$ cat config.mk
export PLATFORM = sky130hd
export DESIGN_NAME = aofm_top
export DESIGN_NICKNAME = d
export VERILOG_FILES = /design/src/hdl/aofm_pkg.sv /design/src/hdl/aofm_persist.sv /design/src/hdl/aofm_sync.sv /design/src/hdl/aofm_top.sv
export SDC_FILE = /design/constraint.sdc
export NUM_CORES = 2
export LEC_CHECK = 0
export BUFFER_PORTS_ARGS = -buffer_cell sky130_fd_sc_hd__buf_2
export CORE_MARGIN = 5
export CORE_UTILIZATION = 65
export CTS_BUF_LIST = sky130_fd_sc_hd__clkbuf_16
export DETAILED_ROUTE_END_ITERATION = 16
export GPL_ROUTABILITY_DRIVEN = 0
export GPL_TIMING_DRIVEN = 1
export PLACE_DENSITY = 0.84
export SETUP_SLACK_MARGIN = 0.2
export SYNTH_ARGS = -nofsm -noshare
export SYNTH_HDL_FRONTEND = slang
export SYNTH_SLANG_ARGS = --single-unit
export TNS_END_PERCENT = 30
$ cat constraint.sdc
create_clock -name clk -period 41.7 [get_ports clk]
set_clock_uncertainty 0.05 [all_clocks]
set_input_delay 4.17 -clock clk [delete_from_list [all_inputs] [get_ports clk]]
set_output_delay 4.17 -clock clk [all_outputs]
set_load 0.02 [all_outputs]
$ cat src/hdl/aofm_pkg.sv
// Package: shared types and constants for the analog output fault monitor
package aofm_pkg;
  // Fixed point: normalized values are Q1.16, physical values in mV or uA
  localparam int NW = 17;            // Normalized width, 0..65536
  localparam logic [16:0] NORM_ONE = 17'h10000;
  localparam int PW = 18;            // Physical signed width (mV / uA)
  // Voltage limits in mV, current limits in uA
  localparam logic signed [17:0] V_LIM_MIN = -18'sd10000;
  localparam logic signed [17:0] V_LIM_MAX = 18'sd10000;
  localparam logic signed [17:0] V_MIN_RST = 18'sd0;
  localparam logic signed [17:0] V_MAX_RST = 18'sd5000;
  localparam logic signed [17:0] I_LIM_MIN = -18'sd20000;
  localparam logic signed [17:0] I_LIM_MAX = 18'sd20000;
  localparam logic signed [17:0] I_MIN_RST = 18'sd4000;
  localparam logic signed [17:0] I_MAX_RST = 18'sd20000;
  // Monitor spans, read only
  localparam logic signed [17:0] VMON_MIN = -18'sd12000;
  localparam logic signed [17:0] VMON_SPAN = 18'sd24000;
  localparam logic signed [17:0] IMON_MIN = -18'sd25000;
  localparam logic signed [17:0] IMON_SPAN = 18'sd50000;
  localparam logic signed [17:0] IMON_VWIN = 18'sd8000;
  // Threshold in tenths of a percent, range 0..1000
  localparam logic [9:0] THR_RST = 10'h032;   // 5.0 percent
  localparam logic [9:0] THR_MAX = 10'h3E8;   // 100.0 percent
  localparam logic [9:0] THR_DIV = 10'h3E8;   // Percent*10 to fraction
  // Timing: 1 ms tick derived from the 125 MHz clock
  localparam int CLK_HZ = 125000000;
  localparam int TICK_US = 1000;
  localparam int TICK_CYC = CLK_HZ / 1000000 * TICK_US;
  localparam logic [16:0] TICK_CNT = 17'(TICK_CYC - 1);
  // Delays in ms, limited to 300 s
  localparam logic [18:0] DLY_MAX_MS = 19'h493E0;
  localparam logic [18:0] FAULT_DLY_RST = 19'h00014;     // 0.02 s
  localparam logic [18:0] SHUT_DLY_RST = 19'h01388;      // 5.0 s
  localparam logic [15:0] ERR_CODE_IMON = 16'h0000;

  typedef enum logic [1:0] {
    AOFM_ST_VALID = 2'h0,
    AOFM_ST_ERROR = 2'h1,
    AOFM_ST_NA = 2'h3
  } aofm_state_e;

  // Logical signal as carried between blocks
  typedef struct packed {
    aofm_state_e st;
    logic [15:0] code;
    logic [16:0] val;
  } aofm_sig_s;

  typedef struct packed {
    logic cur_mode;
    logic invert;
    logic shut_en;
    logic signed [17:0] v_min;
    logic signed [17:0] v_max;
    logic signed [17:0] i_min;
    logic signed [17:0] i_max;
    logic [9:0] thr;
    logic [18:0] fault_ms;
    logic [18:0] shut_ms;
  } aofm_cfg_s;

  typedef enum logic [1:0] {
    AOFM_OK = 2'b00,
    AOFM_FAULT = 2'b01,
    AOFM_SHUT = 2'b11
  } aofm_fsm_e;

  // Absolute value of a signed physical quantity
  function automatic logic [18:0] aofm_abs(input logic signed [18:0] x);
    return x[18] ? 19'(-x) : 19'(x);
  endfunction
endpackage

$ cat src/hdl/aofm_persist.sv
// Persistence timer: output follows condition after it holds a delay
module aofm_persist
  import aofm_pkg::*;
(
  // Clock and reset
  input wire logic clk,
  input wire logic rst,
  // Timebase and delay
  input wire logic tick,
  input wire logic [18:0] delay_ms,
  // Condition in, filtered level out
  input wire logic cond,
  output logic level
);
  typedef struct packed {
    logic [18:0] cnt;
    logic lvl;
  } aofm_pers_s;
  aofm_pers_s s_r, s_nxt;

  // Count ms ticks while cond differs from level, restart otherwise
  always_comb begin
    s_nxt = s_r;
    if (cond == s_r.lvl) begin
      s_nxt.cnt = '0;
    end else if (s_r.cnt >= delay_ms) begin
      s_nxt.lvl = cond;
      s_nxt.cnt = '0;
    end else if (tick) begin
      s_nxt.cnt = s_r.cnt + 19'h00001;
    end
  end

  always_ff @(posedge clk) begin
    if (rst) begin
      s_r <= '0;
    end else begin
      s_r <= s_nxt;
    end
  end

  assign level = s_r.lvl;
endmodule // aofm_persist

$ cat src/hdl/aofm_sync.sv
// Three-stage synchroniser for a bus of pin-side measurement bits
module aofm_sync
  import aofm_pkg::*;
(
  // Clock and reset
  input wire logic clk,
  input wire logic rst,
  // Asynchronous in, stable out
  input wire logic [17:0] d,
  output logic [17:0] q
);
  typedef struct packed {
    logic [17:0] s1;
    logic [17:0] s2;
    logic [17:0] s3;
    logic [17:0] q;
  } aofm_sync_s;
  aofm_sync_s s_r, s_nxt;

  // Accept a new value only once stages two and three agree
  always_comb begin
    s_nxt = s_r;
    s_nxt.s1 = d;
    s_nxt.s2 = s_r.s1;
    s_nxt.s3 = s_r.s2;
    if (s_r.s2 == s_r.s3) begin
      s_nxt.q = s_r.s3;
    end
  end

  always_ff @(posedge clk) begin
    if (rst) begin
      s_r <= '0;
    end else begin
      s_r <= s_nxt;
    end
  end

  assign q = s_r.q;
endmodule // aofm_sync

$ cat src/hdl/aofm_top.sv
// Analog output command, monitor normalization and fault supervision
// Function
// One command input, three monitor/fault outputs
// Mode select, voltage drive by default
// Voltage range limits, defaults 0 and 5 V
// Current range limits, defaults 4 and 20 mA
// Voltage monitor normalized over +-12 V
// Current monitor normalized over +-25 mA
// Fault threshold percent, default 5.0
// Limit equals range width times percent/100
// Fault flag changes after programmable delay
// Flag set above limit, cleared at/below
// User sets delay covering settling time
// Optional shutdown after longer fault persistence
// Shutdown latched until power-up, flag held
// Current mode faults on monitor error too
// Current monitor errors outside +-8 V
// Voltage monitor always valid
// Optional command inversion; source selected upstream
// Global enable gates the physical output
// Command restored as x*width plus lower
// Error input carries zero, no inversion
// Timers restart if condition changes early
module aofm_top
  import aofm_pkg::*;
(
  // Clock and reset
  input wire logic clk,
  input wire logic rst,
  // Configuration
  input wire aofm_cfg_s cfg,
  input wire logic global_en,
  // Logical command input from the selected source
  input wire aofm_sig_s cmd_in,
  // Measured output from the converters, mV and uA, asynchronous
  input wire logic signed [17:0] meas_mv,
  input wire logic signed [17:0] meas_ua,
  // Physical drive to the output stage
  output logic drive_en,
  output logic drive_cur_mode,
  output logic signed [17:0] drive_val,
  // Logical outputs
  output aofm_sig_s vmon_out,
  output aofm_sig_s imon_out,
  output logic output_fault_flag
);
  typedef struct packed {
    logic [16:0] tick_cnt;
    logic tick;
    logic signed [17:0] drive;
    logic drive_en;
    logic cur_mode;
    aofm_sig_s vmon;
    aofm_sig_s imon;
    logic [18:0] dev;
    logic [18:0] lim;
    logic imon_err;
    aofm_fsm_e fsm;
  } aofm_top_s;
  aofm_top_s s_r, s_nxt;

  logic signed [17:0] mv_s, ua_s;
  logic fault_cond, fault_lvl, shut_lvl;
  logic signed [17:0] lo, hi, clip_lo, clip_hi;
  logic signed [18:0] width;
  logic [16:0] xn;
  logic signed [36:0] prod;
  logic signed [17:0] expect_v;
  logic signed [17:0] meas;
  logic [28:0] lim_wide;

  // Measurements come from outside the clock domain
  aofm_sync u_sync_v (
    .clk(clk),
    .rst(rst),
    .d(meas_mv),
    .q(mv_s)
  );
  aofm_sync u_sync_i (
    .clk(clk),
    .rst(rst),
    .d(meas_ua),
    .q(ua_s)
  );

  // Normalize a physical value over a fixed span, clipped to [0;1]
  function automatic logic [16:0] norm(input logic signed [17:0] v,
                                      input logic signed [17:0] vmin,
                                      input logic signed [17:0] span);
    logic signed [19:0] off;
    logic [36:0] q;
    off = 20'(v) - 20'(vmin);
    q = '0;
    if (off <= 0) begin
      return '0;
    end else if (off >= 20'(span)) begin
      return NORM_ONE;
    end
    q = (37'(off) << 16) / 37'(span);
    return q[16:0];
  endfunction

  // Clamp a configured limit into its legal range
  function automatic logic signed [17:0] clamp(input logic signed [17:0] v,
                                               input logic signed [17:0] lo_l,
                                               input logic signed [17:0] hi_l);
    if (v < lo_l) begin
      return lo_l;
    end else if (v > hi_l) begin
      return hi_l;
    end
    return v;
  endfunction

  // Range limits of the active mode; a reversed pair is held at defaults
  always_comb begin
    if (cfg.cur_mode) begin
      clip_lo = clamp(cfg.i_min, I_LIM_MIN, I_LIM_MAX);
      clip_hi = clamp(cfg.i_max, I_LIM_MIN, I_LIM_MAX);
      lo = (clip_hi > clip_lo) ? clip_lo : I_MIN_RST;
      hi = (clip_hi > clip_lo) ? clip_hi : I_MAX_RST;
    end else begin
      clip_lo = clamp(cfg.v_min, V_LIM_MIN, V_LIM_MAX);
      clip_hi = clamp(cfg.v_max, V_LIM_MIN, V_LIM_MAX);
      lo = (clip_hi > clip_lo) ? clip_lo : V_MIN_RST;
      hi = (clip_hi > clip_lo) ? clip_hi : V_MAX_RST;
    end
    width = 19'(hi) - 19'(lo);
  end

  // Command value: invalid input reads as zero with no inversion
  always_comb begin
    if (cmd_in.st != AOFM_ST_VALID) begin
      xn = '0;
    end else if (cfg.invert) begin
      xn = NORM_ONE - cmd_in.val;
    end else begin
      xn = cmd_in.val;
    end
    prod = 37'(width) * $signed({20'h00000, xn});
    expect_v = 18'(prod >>> 16) + lo;
  end

  // Limit: width * percent / 100, threshold held in tenths of a percent
  always_comb begin
    lim_wide = 29'(width) * 29'(cfg.thr > THR_MAX ? THR_MAX : cfg.thr);
    lim_wide = lim_wide / 29'(THR_DIV);
    meas = cfg.cur_mode ? ua_s : mv_s;
  end

  // Compare inputs are registered, so the flag lags the synchronised measurement by three cycles when the fault delay is zero
  assign fault_cond = (s_r.dev > s_r.lim) ||
                      (s_r.cur_mode && s_r.imon_err);

  aofm_persist u_fault (
    .clk(clk),
    .rst(rst),
    .tick(s_r.tick),
    .delay_ms(cfg.fault_ms > DLY_MAX_MS ? DLY_MAX_MS : cfg.fault_ms),
    .cond(fault_cond),
    .level(fault_lvl)
  );
  aofm_persist u_shut (
    .clk(clk),
    .rst(rst),
    .tick(s_r.tick),
    .delay_ms(cfg.shut_ms > DLY_MAX_MS ? DLY_MAX_MS : cfg.shut_ms),
    .cond(fault_cond && cfg.shut_en),
    .level(shut_lvl)
  );

  // Next state of the whole block
  always_comb begin
    s_nxt = s_r;
    // Millisecond tick for the persistence timers
    s_nxt.tick = (s_r.tick_cnt == TICK_CNT);
    s_nxt.tick_cnt = s_nxt.tick ? '0 : s_r.tick_cnt + 17'h00001;
    s_nxt.cur_mode = cfg.cur_mode;
    // Monitors
    s_nxt.vmon.st = AOFM_ST_VALID;
    s_nxt.vmon.code = '0;
    s_nxt.vmon.val = norm(mv_s, VMON_MIN, VMON_SPAN);
    s_nxt.imon_err = (mv_s > IMON_VWIN) || (mv_s < -IMON_VWIN);
    if (s_nxt.imon_err) begin
      s_nxt.imon.st = AOFM_ST_ERROR;
      s_nxt.imon.code = ERR_CODE_IMON;
      s_nxt.imon.val = '0;
    end else begin
      s_nxt.imon.st = AOFM_ST_VALID;
      s_nxt.imon.code = '0;
      s_nxt.imon.val = norm(ua_s, IMON_MIN, IMON_SPAN);
    end
    // Deviation between expected and measured output
    s_nxt.dev = aofm_abs(19'(expect_v) - 19'(meas));
    s_nxt.lim = lim_wide[18:0];
    // Supervision state machine; shutdown only left by power-up
    case (s_r.fsm)
      AOFM_OK: begin
        if (shut_lvl) begin
          s_nxt.fsm = AOFM_SHUT;
        end else if (fault_lvl) begin
          s_nxt.fsm = AOFM_FAULT;
        end
      end
      AOFM_FAULT: begin
        if (shut_lvl) begin
          s_nxt.fsm = AOFM_SHUT;
        end else if (!fault_lvl) begin
          s_nxt.fsm = AOFM_OK;
        end
      end
      AOFM_SHUT: s_nxt.fsm = AOFM_SHUT;
      default: s_nxt.fsm = AOFM_OK;
    endcase
    // Output drive: forced to zero after shutdown
    if (s_nxt.fsm == AOFM_SHUT) begin
      s_nxt.drive = '0;
      s_nxt.drive_en = 1'b0;
    end else begin
      s_nxt.drive = expect_v;
      s_nxt.drive_en = global_en;
    end
  end

  always_ff @(posedge clk) begin
    if (rst) begin
      s_r <= '0;
    end else begin
      s_r <= s_nxt;
    end
  end

  // Outputs straight from the state register
  assign drive_en = s_r.drive_en;
  assign drive_cur_mode = s_r.cur_mode;
  assign drive_val = s_r.drive;
  assign vmon_out = s_r.vmon;
  assign imon_out = s_r.imon;
  assign output_fault_flag = (s_r.fsm != AOFM_OK);
endmodule // aofm_top

==> key figures <==
Status
  – Outcome: complete, no violations

Route
  – Vias per cell: 6.50
  – Drt pass-1 iters: 8
  – Initial DRC count: 6312
  – DR WL/cell: 18.6 um
  – Vias: 60300
  – Residual DRC: 0
  – Antenna Nets Post-Route: 0
  – Post-Route WL: 172 mm

Run
  – Max cap viols: 0

Synthesis
  – Post-synthesis sequential area ratio: 9.74%
  – Number of synthesized flops with an enable pin: 0
  – Top-count cell post-synth: nor2_1
  – Top post-synthesis cells by area: fa_1 (15%), dfxtp_1 (9.7%), ha_1 (6.8%)
  – Most used DFF post-synth: dfxtp_1
  – FFs w/ async S/R, synth: 0%
  – Synth cell count leaders: nor2_1 (821), inv_1 (758), nand2_1 (741)
  – Syn Area/Cell: 7.62 sq um
  – Synth Register Bits: 297
  – Synth Warn #: 0
  – Top-area cell type share of the netlist area: 15.4%
  – Post-synth design cell area: 0.0610 sq mm
  – Synth area leader: fa_1
  – Post-synth cell types: 170
  – Post-Syn Instances: 8007

GRT
  – Largest net degree at the start of global routing: 79
  – Vias in the first global route: 57900
  – Global-route usage over all layers: 33.2%
  – GRT Residual Overflow: 0
  – First-pass GRT wire length: 283 mm
  – Initial antenna violation count: 9

Clocking
  – TritonCTS clock tree: built
  – Postcts setup bufs: 0
  – Clk slew on worst S/H paths: 0.07 ns
  – # H-tree levels: 1
  – # resized after CTS: 0
  – Clk sinks: 297
  – Total CTS buffers: 31
  – CTS Hold Bufs: 0
  – Clock Path Buffers: 3
  – Worst-Skew Late Latency: 0.63 ns
  – Clock Tree Root: clkbuf_16

Final layout
  – Area of the multi-input gates: 0.0502 sq mm
  – Synth-to-layout area growth: 3.96%
  – Share of layout cells above drive strength 1: 8.71%
  – Nets@finish: 8987
  – Fill count: 7562
  – Register area: 0.00595 sq mm

Place
  – I/O Buffers: 236
  – Dpl hpwl: 135 mm

Floorplan
  – Core area: 0.0932 sq mm
  – Initial core utilization: 65.5%
  – DIE WIDTH: 316 um
  – Die Y: 316 um
  – # IOs: 288
  – Die area: 0.100 sq mm
  – Site row count: 112

STA
  – Max-slew violations: 0
  – Rel. slew slack: 18.4%
  – Final setup vio count: 0
  – Period utilisation layout: 91.2%
  – Fin. Hold Viols: 0
  – FMAX: 26.3 MHz
  – Min cycle time layout: 38.04 ns
  – TNS Setup: 0 ns
  – Worst-margin pin slew: 1.22 ns
  – Unrepaired setup endpoints after global routing: false

Critical path
  – Worst Setup Path Type: primary input to register
  – Crit Path Max Fanout: 17
  – Cell mode on critical path: a21oi_1
  – Max incr delay on CP: 0.97 ns
  – Critical path startpoint category: primary input
  – CP endpoint kind: register
  – Arrival @ worst endpoint: 38.46 ns
  – CP max-delay cell: o41ai_2
  – Worst path required time: 42.12 ns

Worst hold path
  – Hold WC Path Type: register to register
==> cells by family (layout without fill, tap and decap cells) <==
kind of cell | Yosys count | after routing | synth area share, %
buffers and inverters | 1163 | 1133 | 8.18
DFF | 297 | 297 | 9.74
and+or+nand+nor | 2935 | 2935 | 23.7
adders and majority gates | 818 | 818 | 22.5
AOI/OAI and AO/OA | 2006 | 2006 | 23.8
muxes | 218 | 218 | 3.72
other | 1 | 42 | 0.00615
xor gates and xnor gates | 569 | 569 | 8.35
==> worst paths after layout <==
check,start,to,slack [ns],cells past startpoint
max reg2reg,u_sync_i.q[3],imon_out[12],10.39,96
max,cfg[48],s_r[3],3.66,115
min reg2reg,u_sync_i.s_nxt[50],u_sync_i.s_nxt[32],0.38,1
min,u_sync_i.s_nxt[50],u_sync_i.s_nxt[32],0.38,1
==> critical path, delay by kind of cell <==
kind	cells	cell delay (ns)
xor+xnor	6	1.95
buf+inv	8	1.10
fa+ha+maj	9	3.87
mux	7	2.36
simple gates	22	5.21
compound gates	63	19.73
==> state kept, by name, summed over array words and instances, names as in the netlist, 18 cells and up <==
name / cells
u_sync_v.s_r: 18
u_sync_v.s_nxt: 36
u_shut.s_r: 19
drive_val: 18
u_sync_v.q: 18
u_sync_i.q: 18
s_r: 59
u_sync_i.s_nxt: 36
u_fault.s_r: 19
u_sync_i.s_r: 18
==> per-layer routing <==
metal / global-route usage (%) / part of all wire (%) / wire length, um / vias to the layer above
met4: 14.9 / 4.9 / 8500 / 2
met5: 0 / 0.0075 / 13 / -
li1: - / - / - / 28100
met1: 42.2 / 40 / 68600 / 28600
met2: 55.7 / 46 / 80100 / 2957
met3: 5.42 / 8.8 / 15100 / 590
==> cell usage in the layout, fill, tap and decap left out, types with 31 or more instances in the layout <==
| cell | instances |
|---|---|
| xor2_1 | 167 |
| nor3_1 | 209 |
| inv_1 | 759 |
| nor2b_1 | 174 |
| ha_1 | 334 |
| nor2_1 | 821 |
| and3_1 | 101 |
| mux2i_1 | 163 |
| o21ai_1 | 55 |
| o31a_1 | 32 |
| or2_2 | 61 |
| nor4_1 | 67 |
| conb_1 | 35 |
| a21oi_1 | 394 |
| o21bai_1 | 63 |
| a211o_1 | 40 |
| nand2_1 | 741 |
| nand2b_1 | 62 |
| a31oi_1 | 102 |
| o21ai_0 | 283 |
| or4_1 | 31 |
| fa_1 | 470 |
| a211oi_1 | 78 |
| mux2_2 | 42 |
| nand4_1 | 116 |
| o22ai_1 | 47 |
| o21a_1 | 74 |
| xnor2_1 | 384 |
| nand3_1 | 180 |
| buf_2 | 235 |
| dfxtp_1 | 297 |
| or3_1 | 66 |
| clkbuf_16 | 31 |
| o31ai_1 | 75 |
| buf_4 | 67 |
| o211ai_1 | 77 |
| a21o_1 | 113 |
| and2_1 | 157 |
==> stage by stage <==
step | cell area [sq um] | std cells | hold WS, ns | worst slack (ns) | util [%]
after floorplan | 61100 | 8041 | 0.364 | 9.57 | -
after global routing | 63400 | 9271 | 0.395 | 1.25 | 68.1
after global placement | 62400 | 9207 | 0.368 | 4.91 | 66.9
final | 63400 | 9272 | 0.385 | 3.66 | 68.1
after detailed placement | 62400 | 9207 | 0.373 | 3.99 | 66.9
after CTS | 63400 | 9265 | 0.385 | 4.57 | 68.0
==> cell type report <==
type	count	share of cell area, %
timing repair buffer	303	2.66
inverter	772	4.59
sequential	297	9.37
clock inverter	27	0.438
clock buffer	31	1.22
tap	1254	2.47
multi-input combinational	6581	79.2
antenna	7	0.0276
Power is not shown: default switching activity piles up to over one toggle a cycle in this logic, so the estimate is an artifact.
